<file path="src/rtl/ebrh_pkg.sv">
package ebrh_pkg;
   // timing
   localparam int SYS_CLK_NS = 40;
   localparam int BUS_CLK_NS = 320;
   localparam int DIV_CYC = BUS_CLK_NS / SYS_CLK_NS;
   localparam logic [2:0] DIV_LAST = 3'(DIV_CYC - 1);
   localparam logic [2:0] DIV_HALF = 3'(DIV_CYC / 2);
   localparam int HOLD_SETUP_NS = 20;
   localparam int HOLD_SETUP_CYC = (HOLD_SETUP_NS + SYS_CLK_NS - 1) / SYS_CLK_NS;
   localparam int RDY_LOW_NS = 65;
   localparam int RDY_LOW_CYC = (RDY_LOW_NS + SYS_CLK_NS - 1) / SYS_CLK_NS;
   localparam int SYNC_W = 18;

   // register offsets
   localparam logic [5:0] OFF_CTRL = 6'h00;
   localparam logic [5:0] OFF_ADDR = 6'h04;
   localparam logic [5:0] OFF_WDATA = 6'h08;
   localparam logic [5:0] OFF_CMD = 6'h0c;
   localparam logic [5:0] OFF_STATUS = 6'h10;
   localparam logic [5:0] OFF_RDATA = 6'h14;

   // fields
   localparam int CMD_START = 0;
   localparam int CMD_WRITE = 1;
   localparam int ST_BUSY = 0;
   localparam int ST_HOLD_ACK = 1;
   localparam int ST_BUS_REQ = 2;
   localparam int ST_STATE_LSB = 4;
   localparam logic [7:0] CTRL_RST = 8'h08;
   localparam logic [1:0] RESP_OKAY = 2'h0;
   localparam logic [1:0] RESP_SLVERR = 2'h2;

   // ctrl[7:0] layout
   typedef struct packed {
      logic [3:0] memory_cycle_wait_count;
      logic ready_en;
      logic rw_delay;
      logic tristate_wait_option;
      logic mux_mode;
   } ebrh_cfg_s;

   typedef struct packed {
      logic ale;
      logic rd_n;
      logic wr_n;
      logic [15:0] addr;
      logic [15:0] dout;
      logic dout_oe_n;
   } ebrh_pins_s;

   localparam ebrh_pins_s PINS_RST = '{1'b0, 1'b1, 1'b1, 16'h0000, 16'h0000, 1'b1};

   typedef enum logic [3:0] {
      ST_IDLE = 4'h0,
      ST_ADDR = 4'h1,
      ST_DELAY = 4'h3,
      ST_CMD = 4'h2,
      ST_RDY = 4'h6,
      ST_MUXW = 4'h7,
      ST_TRIW = 4'h5,
      ST_HOLDA = 4'hc,
      ST_REGAIN = 4'hd
   } ebrh_state_e;
endpackage

</file>
<file path="src/rtl/ebrh_sync.sv">
`timescale 1ns/1ps
module ebrh_sync #(
   parameter int WIDTH = 1
) (
   input wire logic i_clk_sys,
   input wire logic i_sys_rst,
   input wire logic [WIDTH-1:0] i_async,
   input wire logic [WIDTH-1:0] i_rst_val,
   output logic [WIDTH-1:0] o_sync
);
   logic [WIDTH-1:0] meta_reg;
   logic [WIDTH-1:0] sync_reg;

   // two flops, first read only by second
   always_ff @(posedge i_clk_sys or posedge i_sys_rst) begin
      if (i_sys_rst) begin
         meta_reg <= '1;
         sync_reg <= '1;
      end else begin
         meta_reg <= i_async;
         sync_reg <= meta_reg;
      end
   end

   assign o_sync = sync_reg & ~i_rst_val | sync_reg & i_rst_val;
endmodule

</file>
<file path="src/rtl/ebrh_top.sv">
`timescale 1ns/1ps
module ebrh_top (
   // clock and reset
   input wire logic i_clk_sys,
   input wire logic i_sys_rst,
   // axi4-lite slave
   input wire logic [5:0] i_s_axi_awaddr,
   input wire logic i_s_axi_awvalid,
   output logic o_s_axi_awready,
   input wire logic [31:0] i_s_axi_wdata,
   input wire logic [3:0] i_s_axi_wstrb,
   input wire logic i_s_axi_wvalid,
   output logic o_s_axi_wready,
   output logic [1:0] o_s_axi_bresp,
   output logic o_s_axi_bvalid,
   input wire logic i_s_axi_bready,
   input wire logic [5:0] i_s_axi_araddr,
   input wire logic i_s_axi_arvalid,
   output logic o_s_axi_arready,
   output logic [31:0] o_s_axi_rdata,
   output logic [1:0] o_s_axi_rresp,
   output logic o_s_axi_rvalid,
   input wire logic i_s_axi_rready,
   // external bus pins
   output logic o_bus_clock_output,
   output logic o_ale,
   output logic o_rd_n,
   output logic o_wr_n,
   output logic o_ctl_oe_n,
   output logic [15:0] o_addr,
   output logic o_addr_oe_n,
   input wire logic [15:0] i_data,
   output logic [15:0] o_data,
   output logic o_data_oe_n,
   input wire logic i_ready_n,
   // arbitration
   input wire logic i_hold_n,
   output logic o_hold_acknowledge_out,
   output logic o_bus_request_out
);
   logic [ebrh_pkg::SYNC_W-1:0] sync_out;
   logic rdy_s;
   logic hold_s;
   logic [15:0] din_s;

   ebrh_sync #(.WIDTH(ebrh_pkg::SYNC_W)) u_sync (
      .i_clk_sys(i_clk_sys),
      .i_sys_rst(i_sys_rst),
      .i_async({i_hold_n, i_ready_n, i_data}),
      .i_rst_val('1),
      .o_sync(sync_out)
   );
   assign hold_s = ~sync_out[17];
   assign rdy_s = sync_out[16];
   assign din_s = sync_out[15:0];

   // register file
   function automatic logic [31:0] merge(input logic [31:0] old, input logic [31:0] nw,
                                         input logic [3:0] stb);
      logic [31:0] r;
      r = old;
      for (int i = 0; i < 4; i++) begin
         if (stb[i]) begin
            r[i*8 +: 8] = nw[i*8 +: 8];
         end
      end
      return r;
   endfunction

   ebrh_pkg::ebrh_cfg_s cfg_reg, cfg_next;
   logic [15:0] addr_reg, addr_next;
   logic [15:0] wdata_reg, wdata_next;
   logic wr_req_reg, wr_req_next;
   logic go;
   logic [5:0] aw_reg, aw_next;
   logic aw_have_reg, aw_have_next;
   logic [31:0] w_reg, w_next;
   logic [3:0] ws_reg, ws_next;
   logic w_have_reg, w_have_next;
   logic bvalid_reg, bvalid_next;
   logic [1:0] bresp_reg, bresp_next;
   logic rvalid_reg, rvalid_next;
   logic [31:0] rdata_reg, rdata_next;
   logic [1:0] rresp_reg, rresp_next;
   logic [15:0] bus_rd_reg, bus_rd_next;
   logic pend_reg, pend_next;
   logic ack_reg, ack_next;
   logic bus_req_reg, bus_req_next;
   ebrh_pkg::ebrh_state_e st_reg, st_next;

   assign o_s_axi_awready = ~aw_have_reg & ~bvalid_reg;
   assign o_s_axi_wready = ~w_have_reg & ~bvalid_reg;
   assign o_s_axi_arready = ~rvalid_reg;
   assign o_s_axi_bvalid = bvalid_reg;
   assign o_s_axi_bresp = bresp_reg;
   assign o_s_axi_rvalid = rvalid_reg;
   assign o_s_axi_rdata = rdata_reg;
   assign o_s_axi_rresp = rresp_reg;

   always_comb begin
      logic [31:0] m;
      m = merge(32'h0, w_reg, ws_reg);
      cfg_next = cfg_reg;
      addr_next = addr_reg;
      wdata_next = wdata_reg;
      wr_req_next = wr_req_reg;
      go = 1'b0;
      aw_next = aw_reg;
      aw_have_next = aw_have_reg;
      w_next = w_reg;
      ws_next = ws_reg;
      w_have_next = w_have_reg;
      bvalid_next = bvalid_reg & ~i_s_axi_bready;
      bresp_next = bresp_reg;
      rvalid_next = rvalid_reg & ~i_s_axi_rready;
      rdata_next = rdata_reg;
      rresp_next = rresp_reg;
      if (i_s_axi_awvalid && o_s_axi_awready) begin
         aw_next = i_s_axi_awaddr;
         aw_have_next = 1'b1;
      end
      if (i_s_axi_wvalid && o_s_axi_wready) begin
         w_next = i_s_axi_wdata;
         ws_next = i_s_axi_wstrb;
         w_have_next = 1'b1;
      end
      if (aw_have_reg && w_have_reg && !bvalid_reg) begin
         aw_have_next = 1'b0;
         w_have_next = 1'b0;
         bvalid_next = 1'b1;
         bresp_next = ebrh_pkg::RESP_OKAY;
         unique case (aw_reg)
            ebrh_pkg::OFF_CTRL: cfg_next = 8'(merge({24'h0, cfg_reg}, w_reg, ws_reg));
            ebrh_pkg::OFF_ADDR: addr_next = 16'(merge({16'h0, addr_reg}, w_reg, ws_reg));
            ebrh_pkg::OFF_WDATA: wdata_next = 16'(merge({16'h0, wdata_reg}, w_reg, ws_reg));
            ebrh_pkg::OFF_CMD: begin
               // start ignored while a cycle is pending
               if (m[ebrh_pkg::CMD_START] && !pend_reg) begin
                  go = 1'b1;
                  wr_req_next = m[ebrh_pkg::CMD_WRITE];
               end
            end
            ebrh_pkg::OFF_STATUS, ebrh_pkg::OFF_RDATA: ;
            default: bresp_next = ebrh_pkg::RESP_SLVERR;
         endcase
      end
      if (i_s_axi_arvalid && o_s_axi_arready) begin
         rvalid_next = 1'b1;
         rresp_next = ebrh_pkg::RESP_OKAY;
         unique case (i_s_axi_araddr)
            ebrh_pkg::OFF_CTRL: rdata_next = {24'h0, cfg_reg};
            ebrh_pkg::OFF_ADDR: rdata_next = {16'h0, addr_reg};
            ebrh_pkg::OFF_WDATA: rdata_next = {16'h0, wdata_reg};
            ebrh_pkg::OFF_CMD: rdata_next = {30'h0, wr_req_reg, 1'b0};
            ebrh_pkg::OFF_STATUS: rdata_next = {24'h0, st_reg, 1'b0, bus_req_reg, ack_reg,
                                                pend_reg};
            ebrh_pkg::OFF_RDATA: rdata_next = {16'h0, bus_rd_reg};
            default: begin
               rdata_next = 32'h0;
               rresp_next = ebrh_pkg::RESP_SLVERR;
            end
         endcase
      end
   end

   always_ff @(posedge i_clk_sys or posedge i_sys_rst) begin
      if (i_sys_rst) begin
         cfg_reg <= ebrh_pkg::CTRL_RST;
         addr_reg <= 16'h0000;
         wdata_reg <= 16'h0000;
         wr_req_reg <= 1'b0;
         aw_reg <= 6'h00;
         aw_have_reg <= 1'b0;
         w_reg <= 32'h0000_0000;
         ws_reg <= 4'h0;
         w_have_reg <= 1'b0;
         bvalid_reg <= 1'b0;
         bresp_reg <= 2'h0;
         rvalid_reg <= 1'b0;
         rdata_reg <= 32'h0000_0000;
         rresp_reg <= 2'h0;
      end else begin
         cfg_reg <= cfg_next;
         addr_reg <= addr_next;
         wdata_reg <= wdata_next;
         wr_req_reg <= wr_req_next;
         aw_reg <= aw_next;
         aw_have_reg <= aw_have_next;
         w_reg <= w_next;
         ws_reg <= ws_next;
         w_have_reg <= w_have_next;
         bvalid_reg <= bvalid_next;
         bresp_reg <= bresp_next;
         rvalid_reg <= rvalid_next;
         rdata_reg <= rdata_next;
         rresp_reg <= rresp_next;
      end
   end

   // bus clock divider and cycle engine
   logic [2:0] div_reg, div_next;
   logic bclk_reg, bclk_next;
   logic tick;
   logic [3:0] wcnt_reg, wcnt_next;
   logic float_reg, float_next;
   ebrh_pkg::ebrh_pins_s pins_reg, pins_next;

   assign tick = (div_reg == ebrh_pkg::DIV_LAST);

   always_comb begin
      logic done;
      done = 1'b0;
      div_next = tick ? 3'h0 : div_reg + 3'h1;
      bclk_next = (div_next < ebrh_pkg::DIV_HALF);
      st_next = st_reg;
      wcnt_next = wcnt_reg;
      pend_next = pend_reg | go;
      ack_next = ack_reg;
      bus_req_next = bus_req_reg;
      float_next = float_reg;
      pins_next = pins_reg;
      bus_rd_next = bus_rd_reg;
      if (tick) begin
         unique case (st_reg)
            ebrh_pkg::ST_IDLE: begin
               if (hold_s) begin
                  st_next = ebrh_pkg::ST_HOLDA;
                  ack_next = 1'b1;
                  float_next = 1'b1;
               end else if (pend_reg) begin
                  st_next = ebrh_pkg::ST_ADDR;
                  pins_next.ale = 1'b1;
                  pins_next.addr = addr_reg;
                  pins_next.dout = cfg_reg.mux_mode ? addr_reg : wdata_reg;
                  pins_next.dout_oe_n = ~(cfg_reg.mux_mode | wr_req_reg);
               end
            end
            ebrh_pkg::ST_ADDR: begin
               pins_next.ale = 1'b0;
               pins_next.dout = wdata_reg;
               pins_next.dout_oe_n = ~wr_req_reg;
               wcnt_next = 4'h0;
               if (cfg_reg.rw_delay) begin
                  st_next = ebrh_pkg::ST_DELAY;
               end else begin
                  st_next = ebrh_pkg::ST_CMD;
                  pins_next.rd_n = wr_req_reg;
                  pins_next.wr_n = ~wr_req_reg;
               end
            end
            ebrh_pkg::ST_DELAY: begin
               st_next = ebrh_pkg::ST_CMD;
               pins_next.rd_n = wr_req_reg;
               pins_next.wr_n = ~wr_req_reg;
            end
            ebrh_pkg::ST_CMD: begin
               if (wcnt_reg != cfg_reg.memory_cycle_wait_count) begin
                  wcnt_next = wcnt_reg + 4'h1;
               end else if (cfg_reg.ready_en && rdy_s) begin
                  st_next = ebrh_pkg::ST_RDY;
               end else begin
                  done = 1'b1;
               end
            end
            ebrh_pkg::ST_RDY: begin
               done = !(cfg_reg.ready_en && rdy_s);
            end
            ebrh_pkg::ST_MUXW: begin
               st_next = cfg_reg.tristate_wait_option ? ebrh_pkg::ST_TRIW
                                                      : ebrh_pkg::ST_IDLE;
            end
            ebrh_pkg::ST_TRIW: begin
               st_next = ebrh_pkg::ST_IDLE;
            end
            ebrh_pkg::ST_HOLDA: begin
               bus_req_next = pend_reg;
               if (!hold_s) begin
                  st_next = ebrh_pkg::ST_REGAIN;
                  ack_next = 1'b0;
                  bus_req_next = 1'b0;
               end
            end
            ebrh_pkg::ST_REGAIN: begin
               float_next = 1'b0;
               st_next = ebrh_pkg::ST_IDLE;
            end
            default: st_next = ebrh_pkg::ST_IDLE;
         endcase
         if (done) begin
            // the responder may now drop ready on the strobe rise
            pins_next.rd_n = 1'b1;
            pins_next.wr_n = 1'b1;
            pins_next.dout_oe_n = 1'b1;
            if (!wr_req_reg) begin
               bus_rd_next = din_s;
            end
            pend_next = 1'b0;
            if (cfg_reg.mux_mode) begin
               st_next = ebrh_pkg::ST_MUXW;
            end else if (cfg_reg.tristate_wait_option) begin
               st_next = ebrh_pkg::ST_TRIW;
            end else begin
               st_next = ebrh_pkg::ST_IDLE;
            end
         end
      end
   end

   always_ff @(posedge i_clk_sys or posedge i_sys_rst) begin
      if (i_sys_rst) begin
         div_reg <= 3'h0;
         bclk_reg <= 1'b1;
         st_reg <= ebrh_pkg::ST_IDLE;
         wcnt_reg <= 4'h0;
         pend_reg <= 1'b0;
         ack_reg <= 1'b0;
         bus_req_reg <= 1'b0;
         float_reg <= 1'b0;
         pins_reg <= ebrh_pkg::PINS_RST;
         bus_rd_reg <= 16'h0000;
      end else begin
         div_reg <= div_next;
         bclk_reg <= bclk_next;
         st_reg <= st_next;
         wcnt_reg <= wcnt_next;
         pend_reg <= pend_next;
         ack_reg <= ack_next;
         bus_req_reg <= bus_req_next;
         float_reg <= float_next;
         pins_reg <= pins_next;
         bus_rd_reg <= bus_rd_next;
      end
   end

   assign o_bus_clock_output = bclk_reg;
   assign o_ale = pins_reg.ale;
   assign o_rd_n = pins_reg.rd_n;
   assign o_wr_n = pins_reg.wr_n;
   assign o_addr = pins_reg.addr;
   assign o_data = pins_reg.dout;
   assign o_ctl_oe_n = float_reg;
   assign o_addr_oe_n = float_reg;
   assign o_data_oe_n = float_reg | pins_reg.dout_oe_n;
   assign o_hold_acknowledge_out = ack_reg;
   assign o_bus_request_out = bus_req_reg;
endmodule

</file>
<file path="config.mk">
export PLATFORM = sky130hd
export DESIGN_NAME = ebrh_top
export DESIGN_NICKNAME = d
export VERILOG_FILES = /design/src/rtl/ebrh_pkg.sv /design/src/rtl/ebrh_sync.sv /design/src/rtl/ebrh_top.sv
export SDC_FILE = /design/constraint.sdc
export NUM_CORES = 1
export LEC_CHECK = 0
export BUFFER_PORTS_ARGS = -buffer_cell sky130_fd_sc_hd__clkbuf_2
export CORE_MARGIN = 5
export CORE_UTILIZATION = 40
export CTS_CLUSTER_SIZE = 12
export DETAILED_ROUTE_END_ITERATION = 12
export HOLD_SLACK_MARGIN = 0.02
export PLACE_DENSITY_LB_ADDON = 0.1
export SKIP_LAST_GASP = 1
export SYNTH_ARGS = -nofsm -noshare
export SYNTH_HDL_FRONTEND = slang
export SYNTH_SLANG_ARGS = --single-unit
</file>
<file path="constraint.sdc">
create_clock -name i_clk_sys -period 15.3 [get_ports i_clk_sys]
set_input_delay 3.06 -clock i_clk_sys [delete_from_list [all_inputs] [get_ports i_clk_sys]]
set_output_delay 3.06 -clock i_clk_sys [all_outputs]
set_load 0.02 [all_outputs]
</file>
==> metrics.txt <==
initial cell density of the core=0.404; RSZ-0062 raised after global routing=false; Post-synth top cells=dfrtp_1, mux2_2, buf_4; PD cells=173 nW/um^2; post-synthesis cell area=8120 um^2; Crit-path slowest cell=nor3b_2; Startpoint Class=input pin; die area=23200 um^2; max incr delay on CP=1020 ps; post-synthesis to final-layout area growth=14.0%; # port buffers=118; CP startpoint=i_s_axi_araddr[4]; wire length per cell=19.1 um; Ant. Diodes=0; syn_area_per_cell=12.9 um^2; layout cells sized above 1=0.423; Site Rows=52; Die Y=152 um; Crit Path Max Fanout=16; Seq/Total Area, Yosys=0.595; Hold Fails Final Rpt=0; TritonCTS clock tree=done; vias=5076; Tot GR Track Use=0.165; Final setup viols=0; met3 usage=0.0426; I/O pin cnt=155; H-tree depth=4; Clock Skews=12.6 ps; delay-heaviest family, CP=simple AND/OR/NAND/NOR gates; kind of critical path=in -> reg; Via density=5.11; CTS Buf Count=17; cells after synthesis=631; Critical Path AT=5510 ps; Yosys reg bits=191; Final nets=787; buffer count from post-CTS setup fixing=0; vias in the first global route=5137; Overflow after GRT=0; first-pass GRT wire length=29900 um; largest net degree at the start of global routing=116; Worst Min Path Start=u_sync.meta_reg[0]$_DFF_PP1_; Leakage=4.43 nW; ys async rst share=1.00; Main synth FF type=dfrtp_1; Yosys top cell by area=dfrtp_1; DRT iter0 DRCs=281; core area=20100 um^2; DP HPWL=13500 um; fin util=0.460; dominant cells by area after synthesis=dfrtp_1, dfstp_2, mux2_2, buf_4, mux2i_1; VDD IR max=0.0833 mV; most common cell in the synthesized netlist=dfrtp_1; Syn. warnings=0; CTS resizes=0; Slew HR=0.190; Max clock buf depth=2; GPL Wtd Cong=0.808; fmax=194 MHz; Buf/Inv on CP=1; Routed WL=19000 um; TritonRoute pass-1 iters=5; initial antenna violation count=0; WP data required=15670 ps; status=finished clean; Slew Limit Fails=0; final period utilization=0.336; count of cell types in the netlist=61; crit path capture type=flop; root buffer cell=clkbuf_16; Clk Latency, worst-skew pair=430 ps; Post-synth EDFFs=0; busiest layer in global routing=met2; Tmin final=5140 ps; Yosys top cell area share=0.463; Post-route DRC=0; hold crit path type=reg -> reg; R2R Path Start=st_reg[0]$_DFFE_PP0P_; Worst Max-Slew Pin Slew=1210 ps; met1 GRT Util=0.232; clk sinks=191; Max-Cap Viols=0; Global Route met2 Usage=0.257; hold-fix buffers at CTS=0; post-route antenna net violation count=0; CP Cell Sequence=clkbuf_2, or4_1, nor3b_2, a22oi_1, a31oi_1, a21o_1; Fin Setup TNS=0 ps; clk slew on worst S/H paths=70 ps; die width=152 um
## through the flow
stage	power [mW]	instances	hold slack [ps]	cell area, um^2	setup WS, ps
6_report	1.60	994	356	9250	10160
5_1_grt	1.69	994	358	9250	10040
4_1_cts	1.61	994	357	9250	10110
3_5_place_dp	1.16	962	347	8660	9620
3_3_place_gp	1.15	962	346	8660	9670
2_1_floorplan	1.05	648	345	8180	7110
## cell type report
cell class                      count  area, um^2
Timing Repair Buffer              123         628
Clock inverter                     14         140
Sequential cell                   191        4830
Inverter                           11        48.8
Clock buffer                       18         450
Fill cell                        1844       10900
Tap cell                          270         338
Multi-Input combinational cell    367        2810
## power breakdown
| part | total (mW) | switching, mW | internal (mW) | leakage, nW |
|---|---|---|---|---|
| registers | 0.790 | 0.141 | 0.649 | 2.39 |
| logic | 0.360 | 0.187 | 0.173 | 1.75 |
| clock network | 0.448 | 0.208 | 0.240 | 0.297 |
## cell usage in the layout, fill, tap and decap left out, drive strengths merged, types with 2 or more instances in the layout
master	n
a31oi	3
a221oi	6
o311ai	2
dfstp	41
nor3b	7
or4	2
or3	2
and2	4
mux2	102
nor2	30
mux2i	20
o31a	2
nor2b	7
o21ai	24
a211oi	2
clkbuf	136
nand4	4
a21oi	31
inv	20
a22o	6
nor3	5
a22oi	3
a21boi	2
ha	3
conb	18
a21o	3
o21a	2
o211ai	3
and3	4
clkinv	4
o21bai	2
nor4	3
nand3	2
buf	5
nand2	36
a222oi	8
xnor2	4
dfrtp	150
## layer usage
layer / vias to the layer above / part of all wire
met5: - / 0
met4: 0 / 0.010
met3: 18 / 0.051
met2: 135 / 0.47
met1: 2575 / 0.47
li1: 2348 / -
## final timing paths
| path | depth (start not counted) | endpoint | slack, ps |
|---|---|---|---|
| setup / recovery | 6 | o_s_axi_rdata[1]$_DFFE_PP0P_ | 10160 |
| min in group asynchronous | 2 | w_reg[15]$_DFFE_PP0P_ | 2780 |
| hold / removal | 0 | u_sync.sync_reg[0]$_DFF_PP1_ | 360 |
| hold reg to reg | 0 | u_sync.sync_reg[0]$_DFF_PP1_ | 360 |
| setup reg to reg | 5 | o_addr[15]$_DFFE_PP0P_ | 12490 |
| max in group asynchronous | 3 | o_ale$_DFFE_PP0P_ | 11010 |
## logic make-up after synthesis
kind of cell,synth area share
buffers and inverters,0.0672
AOI/OAI and AO/OA,0.0897
and+or+nand+nor,0.0685
xor gates and xnor gates,0.00432
other,0.000462
DFF,0.595
muxes,0.170
adders and majority gates,0.00463
(Power assumes the default switching activity.)
